$ cat src/rtl/conv_ctrl_pkg.sv
package conv_ctrl_pkg;

  localparam logic [7:0] CTRL0_OFS = 8'h00;
  localparam logic [7:0] STATUS_OFS = 8'h04;
  localparam logic [7:0] INDEX_OFS = 8'h08;

  localparam int EN_BIT = 15;
  localparam int SR_BIT = 14;
  localparam int FRZ_BIT = 13;
  localparam int WAI_BIT = 12;
  localparam int ACC_HI_BIT = 11;
  localparam int ACC_LO_BIT = 10;
  localparam int STR_BIT = 9;
  localparam int MOD_BIT = 8;

  localparam logic [15:0] CTRL0_RESET = 16'h0000;

  localparam int CLK_MHZ = 250;
  localparam int DISABLE_TIME_NS = 100;
  localparam int REC_TIME_NS = 200;
  localparam int DISABLE_CYC = (DISABLE_TIME_NS * CLK_MHZ) / 1000;
  localparam int REC_CYC = (REC_TIME_NS * CLK_MHZ + 999) / 1000;
  localparam int SR_CYC = 2;
  localparam int CONV_CYC = 8;

  typedef struct packed {
    logic [7:0] addr;
    logic [15:0] wdata;
    logic wr;
    logic rd;
  } reg_req_t;

  typedef struct packed {
    logic frz_mode;
    logic wait_mode;
    logic trigger;
    logic severe_err;
  } sys_evt_t;

endpackage

$ cat src/rtl/conv_ctrl0.sv
`timescale 1ns/1ps
// What this block does
// - enable, soft reset, freeze and wait halt bits are writable at any time.
// - flow mode, abort store, access config writable only if disabled or special access.
// - bit 15 enables; clearing it aborts the sequence and discards results.
// - re-enable is refused until the disable latency has run out.
// - no conversion starts before the enable recovery time has passed.
// - soft reset clears overrun and error flags and forces the sequencer idle.
// - soft reset zeroes command and result indexes and both list selects.
// - a severe error stops conversion until a soft reset is done.
// - soft reset bit ignores writes once set and self-clears when done.
// - freeze halt select set stops at next conversion boundary in freeze mode.
// - wait halt select set halts at next conversion boundary in wait mode.
module conv_ctrl0
  import conv_ctrl_pkg::*;
#(
  parameter int IDX_W = 6
) (
  // clock and reset
  input wire logic clk_sys_i,
  input wire logic srst_i,
  // register port
  input wire conv_ctrl_pkg::reg_req_t req_i,
  output logic [15:0] rdata_o,
  // system events
  input wire conv_ctrl_pkg::sys_evt_t evt_i,
  input wire logic special_mode_access_i,
  // converter status
  output logic converting_o,
  output logic result_store_o,
  output logic [IDX_W-1:0] cmd_idx_o,
  output logic [IDX_W-1:0] res_idx_o
);
  import conv_ctrl_pkg::*;

  typedef enum logic [3:0] {
    ST_IDLE = 4'h1,
    ST_CONV = 4'h2,
    ST_HALT = 4'h4,
    ST_ERR = 4'h8
  } seq_state_t;

  seq_state_t state_q, state_d;
  logic [15:0] ctrl_q, ctrl_d;
  logic [15:0] rdata_q;
  logic [IDX_W-1:0] cmd_idx_q, res_idx_q;
  logic [3:0] conv_cnt_q;
  logic cmd_sel_q, res_sel_q;
  logic overrun_q, error_q;
  logic result_q, conv_q;
  logic [1:0] sr_cnt_q;
  logic rec_busy_q;

  // register decode
  wire ctrl_wr = req_i.wr && (req_i.addr == CTRL0_OFS);
  wire enabled = ctrl_q[EN_BIT];
  wire sr_active = ctrl_q[SR_BIT];
  wire cfg_open = !enabled || special_mode_access_i;
  wire dis_busy;
  wire rec_busy;
  wire en_req = ctrl_wr && req_i.wdata[EN_BIT];
  wire en_rise = en_req && !enabled && !dis_busy;
  wire en_fall = ctrl_wr && !req_i.wdata[EN_BIT] && enabled;
  wire sr_done = sr_active && (sr_cnt_q == 2'(SR_CYC - 1));
  wire halt_req = (evt_i.frz_mode && ctrl_q[FRZ_BIT])
    || (evt_i.wait_mode && ctrl_q[WAI_BIT]);
  wire boundary = (state_q == ST_CONV) && (conv_cnt_q == 4'(CONV_CYC - 1));
  wire can_start = enabled && !rec_busy && !sr_active;

  conv_cycle_timer #(.WIDTH(8)) dis_timer (
    .clk_sys_i(clk_sys_i),
    .srst_i(srst_i),
    .load_i(en_fall),
    .value_i(8'(DISABLE_CYC)),
    .busy_o(dis_busy)
  );

  conv_cycle_timer #(.WIDTH(8)) rec_timer (
    .clk_sys_i(clk_sys_i),
    .srst_i(srst_i),
    .load_i(en_rise),
    .value_i(8'(REC_CYC)),
    .busy_o(rec_busy)
  );

  // control register next value
  always_comb
  begin
    ctrl_d = ctrl_q;
    if (ctrl_wr)
    begin
      ctrl_d[FRZ_BIT] = req_i.wdata[FRZ_BIT];
      ctrl_d[WAI_BIT] = req_i.wdata[WAI_BIT];
      if (!req_i.wdata[EN_BIT])
        ctrl_d[EN_BIT] = 1'b0;
      else if (en_rise)
        ctrl_d[EN_BIT] = 1'b1;
      if (req_i.wdata[SR_BIT])
        ctrl_d[SR_BIT] = 1'b1;
      if (cfg_open)
      begin
        ctrl_d[ACC_HI_BIT:ACC_LO_BIT] = req_i.wdata[ACC_HI_BIT:ACC_LO_BIT];
        ctrl_d[STR_BIT] = req_i.wdata[STR_BIT];
        ctrl_d[MOD_BIT] = req_i.wdata[MOD_BIT];
      end
    end
    if (sr_done)
      ctrl_d[SR_BIT] = 1'b0;
    ctrl_d[7:0] = 8'h00;
  end

  // sequencer next state
  always_comb
  begin
    state_d = state_q;
    case (state_q)
      ST_IDLE:
        if (can_start && evt_i.trigger)
          state_d = ST_CONV;
      ST_CONV:
        if (boundary && halt_req)
          state_d = ST_HALT;
      ST_HALT:
        if (!halt_req)
          state_d = ST_CONV;
      ST_ERR:
        state_d = ST_ERR;
      default:
        state_d = ST_IDLE;
    endcase
    if (evt_i.severe_err && state_q != ST_IDLE)
      state_d = ST_ERR;
    if (!enabled)
      state_d = (state_q == ST_ERR) ? ST_ERR : ST_IDLE;
    if (sr_active)
      state_d = ST_IDLE;
  end

  wire [15:0] status_word = {state_q, overrun_q, error_q, cmd_sel_q, res_sel_q,
                             rec_busy_q, dis_busy, 6'h00};
  wire [15:0] index_word = {2'h0, cmd_idx_q, 2'h0, res_idx_q};
  wire [15:0] rd_mux = (req_i.addr == CTRL0_OFS) ? ctrl_q :
                       (req_i.addr == STATUS_OFS) ? status_word :
                       (req_i.addr == INDEX_OFS) ? index_word : 16'h0000;

  always_ff @(posedge clk_sys_i)
  begin
    if (srst_i)
    begin
      ctrl_q <= CTRL0_RESET;
      state_q <= ST_IDLE;
      rdata_q <= 16'h0000;
      sr_cnt_q <= 2'h0;
      rec_busy_q <= 1'b0;
    end
    else
    begin
      ctrl_q <= ctrl_d;
      state_q <= state_d;
      rdata_q <= req_i.rd ? rd_mux : 16'h0000;
      sr_cnt_q <= sr_active ? sr_cnt_q + 2'h1 : 2'h0;
      rec_busy_q <= rec_busy;
    end
  end

  // conversion progress, indexes and flags
  always_ff @(posedge clk_sys_i)
  begin
    if (srst_i)
    begin
      conv_cnt_q <= 4'h0;
      cmd_idx_q <= '0;
      res_idx_q <= '0;
      cmd_sel_q <= 1'b0;
      res_sel_q <= 1'b0;
      overrun_q <= 1'b0;
      error_q <= 1'b0;
      result_q <= 1'b0;
      conv_q <= 1'b0;
    end
    else
    begin
      conv_q <= (state_d == ST_CONV);
      // a disable write in the boundary cycle still throws the result away
      result_q <= boundary && !en_fall && (state_d != ST_IDLE)
        && (state_d != ST_ERR);
      if (state_q == ST_CONV && state_d == ST_CONV)
        conv_cnt_q <= boundary ? 4'h0 : conv_cnt_q + 4'h1;
      else if (state_q != ST_HALT)
        conv_cnt_q <= 4'h0;
      if (boundary && state_d != ST_IDLE && state_d != ST_ERR)
      begin
        cmd_idx_q <= cmd_idx_q + 1'b1;
        res_idx_q <= res_idx_q + 1'b1;
        overrun_q <= overrun_q | (&res_idx_q);
      end
      if (evt_i.severe_err && state_q != ST_IDLE)
        error_q <= 1'b1;
      if (sr_active)
      begin
        overrun_q <= 1'b0;
        error_q <= 1'b0;
        cmd_idx_q <= '0;
        res_idx_q <= '0;
        cmd_sel_q <= 1'b0;
        res_sel_q <= 1'b0;
      end
    end
  end

  assign rdata_o = rdata_q;
  assign converting_o = conv_q;
  assign result_store_o = result_q;
  assign cmd_idx_o = cmd_idx_q;
  assign res_idx_o = res_idx_q;

  // cycles left in which the sequencer must stay idle after an accepted enable;
  // a counter is used because the window is far too long to unroll in a property
  logic [7:0] rec_chk_q;

  always_ff @(posedge clk_sys_i)
  begin
    if (srst_i)
      rec_chk_q <= 8'h00;
    else if (en_rise)
      rec_chk_q <= 8'(REC_CYC);
    else if (rec_chk_q != 8'h00)
      rec_chk_q <= rec_chk_q - 8'h01;
  end
endmodule

$ cat src/rtl/conv_cycle_timer.sv
`timescale 1ns/1ps
// down-counter used for latency windows; busy while count is non-zero
module conv_cycle_timer #(
  parameter int WIDTH = 8
) (
  // clock and reset
  input wire logic clk_sys_i,
  input wire logic srst_i,
  // control
  input wire logic load_i,
  input wire logic [WIDTH-1:0] value_i,
  output logic busy_o
);
  logic [WIDTH-1:0] cnt_q;
  logic [WIDTH-1:0] cnt_d;

  assign cnt_d = load_i ? value_i : (cnt_q != '0 ? cnt_q - 1'b1 : cnt_q);
  assign busy_o = (cnt_q != '0);

  always_ff @(posedge clk_sys_i)
  begin
    if (srst_i)
      cnt_q <= '0;
    else
      cnt_q <= cnt_d;
  end
endmodule

$ cat config.mk
export PLATFORM = sky130hd
export DESIGN_NAME = conv_ctrl0
export DESIGN_NICKNAME = d
export VERILOG_FILES = /design/src/rtl/conv_ctrl_pkg.sv /design/src/rtl/conv_ctrl0.sv /design/src/rtl/conv_cycle_timer.sv
export SDC_FILE = /design/constraint.sdc
export NUM_CORES = 1
export LEC_CHECK = 0
export BUFFER_PORTS_ARGS = -buffer_cell sky130_fd_sc_hd__buf_2
export CAP_MARGIN = 20
export CORE_MARGIN = 10
export CORE_UTILIZATION = 35
export CTS_CLUSTER_SIZE = 40
export DETAILED_ROUTE_END_ITERATION = 10
export PLACE_DENSITY_LB_ADDON = 0.12
export SYNTH_ARGS = -nofsm -noshare
export SYNTH_HDL_FRONTEND = slang
export SYNTH_SLANG_ARGS = --single-unit
$ cat constraint.sdc
create_clock -name clk_sys_i -period 2.6 [get_ports clk_sys_i]
set_input_delay 0.13 -clock clk_sys_i [delete_from_list [all_inputs] [get_ports clk_sys_i]]
set_output_delay 0.13 -clock clk_sys_i [all_outputs]
set_load 0.1 [all_outputs]
Word level (Yosys, flattened, before mapping)
Index checks and enable logic that the tools add are counted.
Word-level totals
  flip-flop bits (word level): 75
  bits in latches: 0
  memory bits (writable): 0
  bits in read-only memories: 0
  bits of input ports: 33
  output and inout bits: 30
  word-level logic and storage cells: 108
  memories: 0
Cells by class
  add/subtract/negate cells: 6
  $mul: 0
  div/mod/pow operators: 0
  magnitude comparators: 0
  eq/ne operators: 14
  shift operators: 0
  multiplexer cells: 20
  bitwise gates (word level): 3
  reduce and logical (&&, ||, !) cells: 45
Operator list (number)
  $mux W4: 10
  $mux W16: 2
  $logic_and A1 B1 Y1: 21
  $pmux W4 S4: 1
  $reduce_bool A8 Y1: 2
  $sub A8 B1 Y8 const B: 2
  $mux W14: 1
  $add A6 B1 Y6 const B: 2
  $mux W6: 2
  $reduce_or A2 Y1: 6
  $mux W5: 2
  $eq A4 B2 Y1 const B: 2
  $eq A4 B3 Y1 const B: 2
  $eq A8 B3 Y1 const B: 1
  $eq A8 B4 Y1 const B: 1
  $logic_not A8 Y1: 1
  $ne A4 B1 Y1 const B: 2
  $logic_not A1 Y1: 6
  $reduce_and A2 Y1: 3
  $reduce_and A6 Y1: 1
  $reduce_bool A2 Y1: 3
  $add A4 B1 Y4 const B: 1
  $eq A4 B1 Y1 const B: 1
  $eq A4 B4 Y1 const B: 1
  other kinds (9): 12

Logic depth before layout (Yosys ltp)
Gate-level depths: netlist of run 1.
  word-level depth: 13
  gate-level depth with buffers: 7
  depth with buffers taken out: 6

By module
A second synthesis of run 1 with hierarchy kept.
Unflattened totals
  cell total of the unflattened synthesis: 360
  area, all modules: 3230.6 µm²
By module, submodules not included
  conv_ctrl0: instances 1, cells each 240, area each 2234.6 µm², sequential area each 1021.0 µm²
  conv_cycle_timer: instances 2, cells each 60, area each 498.0 µm², sequential area each 160.2 µm²

Worst setup path after synthesis of run 1
No wires, ideal clock.
  kind: flip-flop to flip-flop
  start point: reg res_idx_q[0], in the netlist res_idx_o[0]
  end point: reg overrun_q
  library setup time: 70 ps
  arrival time: 1953 ps
  required time: 2530 ps
  setup slack: 576 ps
  stages on the path, launching flop included: 5
  buffers on the path: 0
  period minus slack after synthesis: 2024 ps
  path through: dfxtp_1 ha_1 inv_1 or4_1 a21oi_1
On the way
  longest elaborated chain between the ends: 2
RTL lines
  start, declared: line conv_ctrl0.sv:46  | logic [IDX_W-1:0] cmd_idx_q, res_idx_q;
  start signal, assigned: line conv_ctrl0.sv:194  | res_idx_q <= res_idx_q + 1'b1;
  $reduce_and A6 Y1: line conv_ctrl0.sv:195  | overrun_q <= overrun_q | (&res_idx_q);
  $or A1 B1 Y1: line conv_ctrl0.sv:195
  end signal, assigned: line conv_ctrl0.sv:195
  end, declared: line conv_ctrl0.sv:49  | logic overrun_q, error_q;
Every way passes these cells.
A chain may end at the register's enable or synchronous reset.

Worst setup path in the final report of run 1
  start point: reg state_q[0]
  end point: reg overrun_q
On the way
  longest elaborated chain between the ends: 11
  elaborated cells between the ends (all ways): 20
  those cells by class: 7 x eq/ne; 8 x mux; 5 x reduce/logical
RTL lines
  start, declared: line conv_ctrl0.sv:43  | seq_state_t state_q, state_d;
  start signal, assigned: line conv_ctrl0.sv:159  | state_q <= state_d;
  $eq A4 B2 Y1: line conv_ctrl0.sv:67, conv_ctrl0.sv:116
  $logic_and A1 B1 Y1: line conv_ctrl0.sv:67  | wire boundary = (state_q == ST_CONV) && (conv_cnt_q == 4'(CONV_CYC - 1));
  $logic_and A1 B1 Y1: line conv_ctrl0.sv:121  | if (boundary && halt_req)
  $mux W4: line conv_ctrl0.sv:121
  $pmux W4 S4: line conv_ctrl0.sv:116  | case (state_q)
  $mux W4: line conv_ctrl0.sv:131  | if (evt_i.severe_err && state_q != ST_IDLE)
  $mux W4: line conv_ctrl0.sv:133  | if (!enabled)
  $mux W4: line conv_ctrl0.sv:135  | if (sr_active)
  $ne A4 B1 Y1: line conv_ctrl0.sv:191  | if (boundary && state_d != ST_IDLE && state_d != ST_ERR)
  $logic_and A1 B1 Y1: line conv_ctrl0.sv:191
  $logic_and A1 B1 Y1 (*): line conv_ctrl0.sv:191
Mark *: on every way between the ends. The rest lies on a longest branch, timed or not.

==> impl_metrics.tcl, run 1 <==
set metrics [dict create \
    cp.arrival_ps 2590 \
    hold_ws_ps 23.65 \
    wl_per_cell_um 15.17 \
    crit_required_ps 2860 \
    skew_ps 4.986 \
    slew_violations 0 \
    grt-ovfl-total 0 \
    antenna_left 0 \
    die_w_um 112.5 \
    clk-insertion-delay-late_ps 350 \
    clock_sinks 67 \
    cts_tree "done" \
    tns_ps 0 \
    viasPerCell 5.164 \
    crit_chain "or4b_4, a21o_1, or4_1, a21oi_1" \
    max-slew-margin-rel_pct 41.89 \
    hold_end "ctrl_q[12]" \
    die_y_um 112.5 \
    drt_first_pass_iters 4 \
    initialDrtViolationCount 105 \
    clk_pin_slew_ps 80 \
    reg2reg_slack_ps 270 \
    yosysSeqAreaShare_pct 44.80 \
    cts_made_buffers 9 \
    hpwl_um 5628 \
    finalSetupViolCount 0 \
    die-area_um2 12650 \
    htreeDepth 3 \
    p_per_area_nw_per_um2 833.8 \
    syn-instance-count 340 \
    synth_top_flop_cell "dfxtp_1" \
    min_period_ps 2330 \
    synth_top_area_share_pct 44.80 \
    fmax_mhz 429.2 \
    postCtsSetupBuffers 0 \
    ys_warn_count 0 \
    grt_pass1_wl_um 12870 \
    antenna_found_initial 0 \
    grt_pass1_vias 2607 \
    hp-start "req_i[14]" \
    rsz0062_at_grt "false" \
    vias 2608 \
    cp-start-kind "flop" \
    r2r_start "state_q[0]" \
    hold_path_class "in -> reg" \
    core-area_um2 8258 \
    finalCritPeriodShare_pct 89.61 \
    final_hold_viol_count 0 \
    dp.cells 489 \
    slowest_delay_ps 590 \
    grt_max_degree 25 \
    rr_worst_depth 4 \
    port_buffers 54 \
    crit_path_end_kind "flop" \
    cts_hold_buf 0 \
    area_growth_pct 21.60 \
    grtUsageTotal_pct 12.15 \
    drc 0 \
    avgSynthCellArea_um2 8.806 \
    initial_core_util_pct 36.26 \
    wl_um 7663 \
    max_slew.worst_pin.slew_ps 867.8 \
    cellLeakagePower_uw 0.001452 \
    synthArstFlopShare_pct 0 \
    ys_types 48 \
    ios 63 \
    maxCapViolCount 0 \
    holdPathStages 3 \
    path_class "reg -> reg" \
    layout.cells.non_filler 505 \
    reg2reg_to "overrun_q" \
    drive_gt1_share_pct 20.75 \
    synth-seq-cells 67 \
    layout.nets 435 \
    syn_area_um2 2994 \
    ctsResizeCount 0 \
    crit_path_top_delay_cell "or4_1" \
    root_buffer "clkbuf_8" \
    synth_area_leaders "dfxtp_1 (45%), a21oi_1 (6.2%), nor2_1 (3.1%)" \
    yosysTopAreaCell "dfxtp_1" \
    ir_worst_vdd_mv 0.4040 \
    place_congestion 0.7957 \
    worst-path-max-fanout 24 \
    status "complete, no violations" \
    diodes 0 \
    synth_edf_count 0 \
    rows 33 \
    cts.path.max_buffers 2 \
    syn_nets 380 \
]
==> metrics by stage <==
step                power (uW)  setup WS (ps)  util, %  area [um^2]
finish                    3036          270.2    44.09         3641
global route              3212          74.92    44.09         3641
CTS                       3067          269.6    44.09         3641
detailed placement        1888          224.3    40.77         3367
global placement          1874          338.5    40.77         3367
floorplan                 1718          576.2        -         2994
==> synth_stat cells (all sizes together) (6+ instances only) <==
cell     n
a21oi   37
and2    10
clkbuf  12
dfxtp   67
ha       7
inv     17
mux2i    6
nand2   16
nand3   12
nand4    7
nor2    25
nor2b    6
nor3    16
o21ai   14
o31ai   11
or4     11
xnor2    6
==> registers in the layout (all words and copies together) (netlist names) <==
register	flops
dis_timer.cnt_q	8
rec_busy_q	1
state_q	4
cmd_idx_o	6
rec_timer.cnt_q	8
error_q	1
converting_o	1
result_store_o	1
overrun_q	1
res_idx_o	6
rdata_o	16
conv_cnt_q	4
ctrl_q	8
sr_cnt_q	2
==> final cells by class <==
| class | instances | area (um^2) |
|---|---|---|
| multi-input combinational | 240 | 1515 |
| fill | 838 | 4617 |
| inverter | 17 | 63.81 |
| clock inverter | 6 | 136.4 |
| tap | 105 | 131.4 |
| clock buffer | 10 | 137.6 |
| timing repair buffer | 60 | 315.3 |
| sequential | 67 | 1341 |
==> worst max path at each step <==
stage / start / to
floorplan: res_idx_o[0] / overrun_q
global placement: state_q[0] / res_idx_o[5]
detailed placement: req_i[19] / rdata_o[4]
CTS: state_q[0] / overrun_q
global route: state_q[3] / cmd_idx_o[3]
finish: state_q[0] / overrun_q
==> worst max-delay path: cells and delay by family, from the launching register on <==
| family | cells | cell delay (ps) |
|---|---|---|
| flip-flops | 1 | 510 |
| AND/OR/NAND/NOR | 2 | 1140 |
| AO/OA/AOI/OAI | 2 | 600 |
==> routing by layer <==
layer	vias to the layer above	share of wire [%]	GRT usage (%)
li1	1350	-	-
met1	1192	50	15.58
met2	57	43	18.35
met3	9	6.5	5.112
met4	0	1.0	3.130
met5	-	0	0
==> placed cells by master, fill, tap and decap left out, drive strengths merged, types with 4 or more instances in the layout <==
master	n
dfxtp	67
buf	60
a21oi	37
nor2	25
inv	17
nor3	16
nand2	16
o21ai	14
nand3	12
o31ai	11
or4	11
and2	10
clkbuf	10
nand4	7
ha	7
nor2b	6
mux2i	6
xnor2	6
nor4	5
nand2b	5
a2111oi	4
nor3b	4
bufinv	4
==> logic make-up after synthesis <==
logic type	count (synthesis)	synth area share [%]
simple gates	134	25.83
compound gates	83	16.84
flops	67	44.80
buf+inv	33	4.597
xor+xnor	9	2.633
mux	7	2.382
fa+ha+maj	7	2.925
==> power by group <==
group | total, uW | switching [uW] | internal [uW] | leakage (uW)
clock | 1170 | 413 | 762 | 0.000133
sequential | 1210 | 88.7 | 1130 | 0.000543
combinational | 646 | 338 | 309 | 0.000776
total | 3040 | 840 | 2200 | 0.00145
Power figures use the tool's default switching activity.
==> run 2, diff against run 1 <==
--- a/config.mk
+++ b/config.mk
@@ -14,4 +14,5 @@
 export PLACE_DENSITY_LB_ADDON = 0.12
 export SYNTH_ARGS = -nofsm -noshare
 export SYNTH_HDL_FRONTEND = slang
+export SYNTH_HIERARCHICAL = 1
 export SYNTH_SLANG_ARGS = --single-unit
==> run 2 against run 1 <==
  * Core utilization about the same
  * Combinational power grew 25%
  * Final cell count rose by 8.1%
  * Sequential share of layout area down 2.4 points
  * Register-to-register slack gained 240 ps
  * Clock skew rose by 3.1 ps
==> impl_metrics.tcl, run 2 <==
set metrics [dict create \
    p_sw_uw 940.7 \
    cts_tree "done" \
    grtUsageTotal_pct 12.08 \
    core-area_um2 8848 \
    internal_power_uw 1991 \
    initial_core_util_pct 36.51 \
    path_class "reg -> reg" \
    largest_register_ff_count 16 \
    hpwl_um 5878 \
    setup_slack_ps 509.6 \
    r2r_start "state_q[2]" \
    ios 63 \
    port_buffers 54 \
    slowest_delay_ps 600 \
    htreeDepth 3 \
    synth_top_flop_cell "dfxtp_1" \
    viasPerCell 4.945 \
    dp_slack_ps 538.7 \
    yosysTopAreaCell "dfxtp_1" \
    rr_worst_depth 4 \
    max_slew.worst_pin.slew_ps 658.0 \
    initialDrtViolationCount 193 \
    synthMostInstantiatedCell "dfxtp_1" \
    crit_path_end_kind "flop" \
    die_w_um 116.1 \
    crit_required_ps 2870 \
    slew_violations 0 \
    wl_per_cell_um 14.44 \
    hold_path_class "in -> reg" \
    root_buffer "clkbuf_8" \
    drt_first_pass_iters 4 \
    synth_edf_count 0 \
    status "complete, no violations" \
    postCtsSetupBuffers 0 \
    crit_path_top_delay_cell "or4_1" \
    vias 2700 \
    avgSynthCellArea_um2 8.974 \
    crit_chain "nor4b_4, nand3_1, or4_1, a21oi_1" \
    worst-path-max-fanout 11 \
    ys_warn_count 6 \
    cp_top_family "simple AND/OR/NAND/NOR gates" \
    grt-ovfl-total 0 \
    ir_worst_vdd_mv 0.4252 \
    clk_pin_slew_ps 70 \
    p_sw_share_pct 32.09 \
    synth_top_area_share_pct 41.52 \
    die_y_um 116.1 \
    tns_ps 0 \
    area_growth_pct 20.72 \
    max-slew-margin-rel_pct 55.52 \
    grt_max_degree 24 \
    cp-start-kind "flop" \
    reg2reg_slack_ps 510 \
    synth-seq-cells 67 \
    antenna_left 0 \
    syn_area_um2 3231 \
    pwr-share-comb_pct 27.6 \
    cts_hold_buf 0 \
    syn-instance-count 360 \
    rsz0062_at_grt "false" \
    clock_sinks 67 \
    cts.path.max_buffers 2 \
    p_per_area_nw_per_um2 751.6 \
    grt_pass1_wl_um 12980 \
    synth_area_leaders "dfxtp_1 (42%), mux2i_1 (5.0%), nor2_1 (4.2%)" \
    place_congestion 0.7955 \
    cts_made_buffers 9 \
    holdPathStages 3 \
    wl_um 7884 \
    layout_common_cells "dfxtp_1 (67), buf_2 (54), nor2_1 (36), a21oi_1 (22), nand2_1 (19)" \
    antenna_found_initial 0 \
    clkPwrFrac_pct 30.1 \
    rows 34 \
    drc 0 \
    grt_pass1_vias 2533 \
    die-area_um2 13470 \
    cellLeakagePower_uw 0.001663 \
    ctsResizeCount 0 \
    layout_commonest_cell "dfxtp_1" \
    sequentialPowerShare_pct 42.3 \
    hp-start "req_i[14]" \
    reg2reg_to "cmd_idx_o[5]" \
    final_hold_viol_count 0 \
    finalCritPeriodShare_pct 80.40 \
    diodes 0 \
    drive_gt1_share_pct 22.83 \
    hold_end "ctrl_q[12]" \
    finalSetupViolCount 0 \
    ys_types 60 \
    fmax_mhz 478.4 \
    cp.arrival_ps 2360 \
    skew_ps 8.044 \
    layout.nets 474 \
    path_depth 4 \
    clk-insertion-delay-late_ps 340 \
    yosysSeqAreaShare_pct 41.52 \
    path_buf_inv 0 \
    yosys-top-cells-count "dfxtp_1 (67), nor2_1 (36), a21oi_1 (22)" \
    min_period_ps 2090 \
    maxCapViolCount 0 \
    synthArstFlopShare_pct 0 \
]
[run 2: changes by cell type after synthesis, sizes merged, moves of 5 or more]
cell / previous run / this run
nor2: 25 / 36
or4: 11 / 4
nand2: 16 / 21
o31ai: 11 / 4
a21oi: 37 / 22
mux2i: 6 / 16
xor2: 3 / 11
[run 2: routing by layer]
| layer | GRT usage [%] | up-vias | share of wire [%] |
|---|---|---|---|
| met3 | 3.152 | 11 | 5.1 |
| met5 | 0 | - | 0 |
| met4 | 4.504 | 0 | 1.4 |
| li1 | - | 1414 | - |
| met1 | 17.12 | 1222 | 52 |
| met2 | 17.06 | 53 | 41 |
[run 2: cells by family (layout without fill, tap and decap cells)]
group / count (synthesis) / after routing / synth area share (%)
buf+inv: 33 / 97 / 4.299
simple gates: 155 / 155 / 28.62
flops: 67 / 67 / 41.52
compound gates: 65 / 65 / 13.40
mux: 17 / 17 / 5.306
other cells: 2 / 16 / 0.2325
fa+ha+maj: 8 / 8 / 3.098
xor+xnor: 13 / 13 / 3.524
[run 2: worst max path at each step]
stage                       start                 end
6_report               state_q[2]        cmd_idx_o[5]
5_1_grt                state_q[2]       conv_cnt_q[3]
4_1_cts                state_q[2]        cmd_idx_o[5]
3_5_place_dp           state_q[2]        cmd_idx_o[5]
3_3_place_gp           state_q[2]        cmd_idx_o[5]
2_1_floorplan  dis_timer/cnt_q[0]  rec_timer/cnt_q[3]
[run 2: final cells by class]
cell class | instances | area, um^2
Clock buffer | 10 | 137.6
Clock inverter | 6 | 63.81
Fill cell | 889 | 4949
Inverter | 16 | 60.06
Multi-Input combinational cell | 274 | 1809
Sequential cell | 67 | 1341
Tap cell | 108 | 135.1
Timing Repair Buffer | 65 | 352.8
[run 2: worst min-delay path: cells and delay by family]
family	cells	cell delay [ps]
buffers and inverters	1	70
multiplexers	1	50
AND/OR/NAND/NOR	1	70
[run 2: per-stage QoR]
stage | cells | total power, uW | utilization, % | instance area [um^2] | hold slack (ps)
5_1_grt | 546 | 3141 | 44.08 | 3900 | 31.04
2_1_floorplan | 374 | 1888 | - | 3283 | 267.6
3_3_place_gp | 530 | 2057 | 41.80 | 3699 | 363.7
6_report | 546 | 2931 | 44.08 | 3900 | 26.23
4_1_cts | 546 | 2973 | 44.08 | 3900 | 14.90
3_5_place_dp | 530 | 2076 | 41.80 | 3699 | 371.8
[run 2: power groups by stage]
stage                     sequential [uW]  clock (uW)  combinational, uW
final                                1240         882                808
after CTS                            1240         912                819
after global placement               1260           0                793
after floorplan                      1240           0                646
after global routing                 1260         958                923
after detailed placement             1260           0                811
==> run 3, diff against run 2 <==
==> constraint.sdc (replaced) <==
create_clock -name clk_sys_i -period 1.9 [get_ports clk_sys_i]
set_input_delay 0.095 -clock clk_sys_i [delete_from_list [all_inputs] [get_ports clk_sys_i]]
set_output_delay 0.095 -clock clk_sys_i [all_outputs]
set_load 0.1 [all_outputs]
==> run 3 against run 2 <==
  * Routed wire length increased by 7.0%
  * Total power rose by 46%
  * Clock power grew 38%
  * Non-clock buffer count rose by 31
  * Sequential cell count is the same
  * Combinational power increased by 67%
  * Largest cell class unchanged
  * Design area rose by 9.1%
  * Die area stayed put
  * Critical endpoint is now conv_cnt_q[3]
  * Sequential power up 38%
  * First-iteration DRC count fell by 54%
==> impl_metrics.tcl, run 3 (synthesis results as in run 2) <==
set metrics [dict create \
    p_per_area_nw_per_um2 1007 \
    clkPwrFrac_pct 28.5 \
    rows 34 \
    root_buffer "clkbuf_8" \
    cts_made_buffers 9 \
    die_w_um 116.1 \
    min_period_ps 1790 \
    rsz0062_at_grt "true" \
    holdPathStages 2 \
    die-area_um2 13470 \
    htreeDepth 3 \
    cp-start-kind "flop" \
    p_sw_uw 1382 \
    rr_worst_depth 5 \
    fmax_mhz 558.8 \
    wl_um 8432 \
    skew_ps 8.642 \
    area_growth_pct 31.76 \
    grt_max_degree 24 \
    hold_path_class "in -> reg" \
    cellLeakagePower_uw 0.001832 \
    antenna_found_initial 0 \
    place_congestion 0.7838 \
    finalSetupViolCount 0 \
    status "complete, no violations" \
    cts_tree "done" \
    final_hold_viol_count 0 \
    finalCritPeriodShare_pct 94.19 \
    ios 63 \
    maxCapViolCount 0 \
    grt_pass1_vias 2800 \
    crit_required_ps 2180 \
    die_y_um 116.1 \
    grt_pass1_wl_um 13900 \
    layout.cells.non_filler 577 \
    worst-path-max-fanout 7 \
    core-area_um2 8848 \
    layout.nets 505 \
    antenna_left 0 \
    vias 2811 \
    layout_commonest_cell "dfxtp_1" \
    sequentialPowerShare_pct 40.0 \
    initialDrtViolationCount 88 \
    p_sw_share_pct 32.25 \
    ir_worst_vdd_mv 0.6440 \
    hpwl_um 6139 \
    drive_gt1_share_pct 29.85 \
    drc 0 \
    wl_per_cell_um 14.61 \
    path_class "reg -> reg" \
    clk-insertion-delay-late_ps 350 \
    fill_cells 894 \
    diodes 0 \
    max-slew-margin-rel_pct 62.78 \
    dp.cells 550 \
    clock_sinks 67 \
    drt_first_pass_iters 4 \
    layout_common_cells "dfxtp_1 (61), buf_2 (54), nor2_1 (36), buf_4 (33), a21oi_1 (21)" \
    internal_power_uw 2903 \
    grt-ovfl-total 0 \
    cts.path.max_buffers 2 \
    max_slew.worst_pin.slew_ps 550.5 \
    port_buffers 54 \
    grtUsageTotal_pct 12.95 \
    clk_pin_slew_ps 80 \
    crit_path_end_kind "flop" \
    viasPerCell 4.872 \
    power.total_uw 4285 \
    initial_core_util_pct 36.51 \
    pwr-share-comb_pct 31.5 \
    largest_register_ff_count 16 \
    cp.arrival_ps 2070 \
    slew_violations 0 \
]
-- run 3: cell types whose count changed in the layout (fill, tap and decap cells not counted), sizes merged --
cell	before	now
inv	17	16
dlygate4sd3	0	6
clkbuf	10	11
clkinvlp	2	4
buf	65	89
clkinv	2	1
-- run 3: per-stage QoR --
step | setup slack (ps) | hold WS [ps] | setup TNS, ps | utilization (%) | instance area (um^2)
global route | -9.557 | 84.81 | -9.557 | 48.11 | 4257
floorplan | 68.04 | 232.6 | 0 | - | 3317
finish | 110.3 | 82.00 | 0 | 48.11 | 4257
global placement | 109.1 | 333.3 | 0 | 44.05 | 3897
detailed placement | 81.81 | 345.7 | 0 | 44.05 | 3897
CTS | 50.22 | 64.57 | 0 | 47.02 | 4160
-- run 3: worst paths after layout --
check | startpoint | endpoint | slack (ps)
min | req_i[17] | ctrl_q[15] | 80
max reg2reg | state_q[1] | conv_cnt_q[3] | 110
min reg2reg | sr_cnt_q[0] | sr_cnt_q[0] | 420
max | state_q[1] | conv_cnt_q[3] | 110
-- run 3: routing by layer --
| metal | vias up | track usage, % | wire, um |
|---|---|---|---|
| met5 | - | 0 | 0 |
| met4 | 0 | 5.171 | 105 |
| met3 | 8 | 3.669 | 347 |
| met2 | 40 | 20.02 | 3826 |
| met1 | 1292 | 16.67 | 4153 |
| li1 | 1471 | - | - |
-- run 3: repair_timing --
action,CTS,global route
hold buffers,6,0
buffers inserted,0,4
endpoints found under the hold margin,6,0
endpoints found under the setup margin,0,12
gates resized for setup,0,12
-- run 3: power by group through the flow --
stage	sequential (uW)	clock, uW	combinational, uW
after detailed placement	1720	0	1270
after global placement	1720	0	1250
after floorplan	1700	0	901
final	1710	1220	1350
after CTS	1700	1260	1290
after global routing	1740	1320	1520
-- run 3: area by class of cell --
type | instances | area, um^2 | share of cell area [%]
inverters | 16 | 60.06 | 1.411
flip-flops and latches | 67 | 1349 | 31.69
clock inverters | 6 | 65.06 | 1.529
multi-input cells | 274 | 1867 | 43.86
clock buffers | 10 | 137.6 | 3.233
repair buffers | 96 | 643.1 | 15.11
well taps | 108 | 135.1 | 3.175
-- run 3: critical path: stages, from the launching register on --
cell	delay (ps)
dfxtp_1	470
nor4b_4	290
buf_4	210
and2_0	160
or4b_1	430
a31oi_1	160
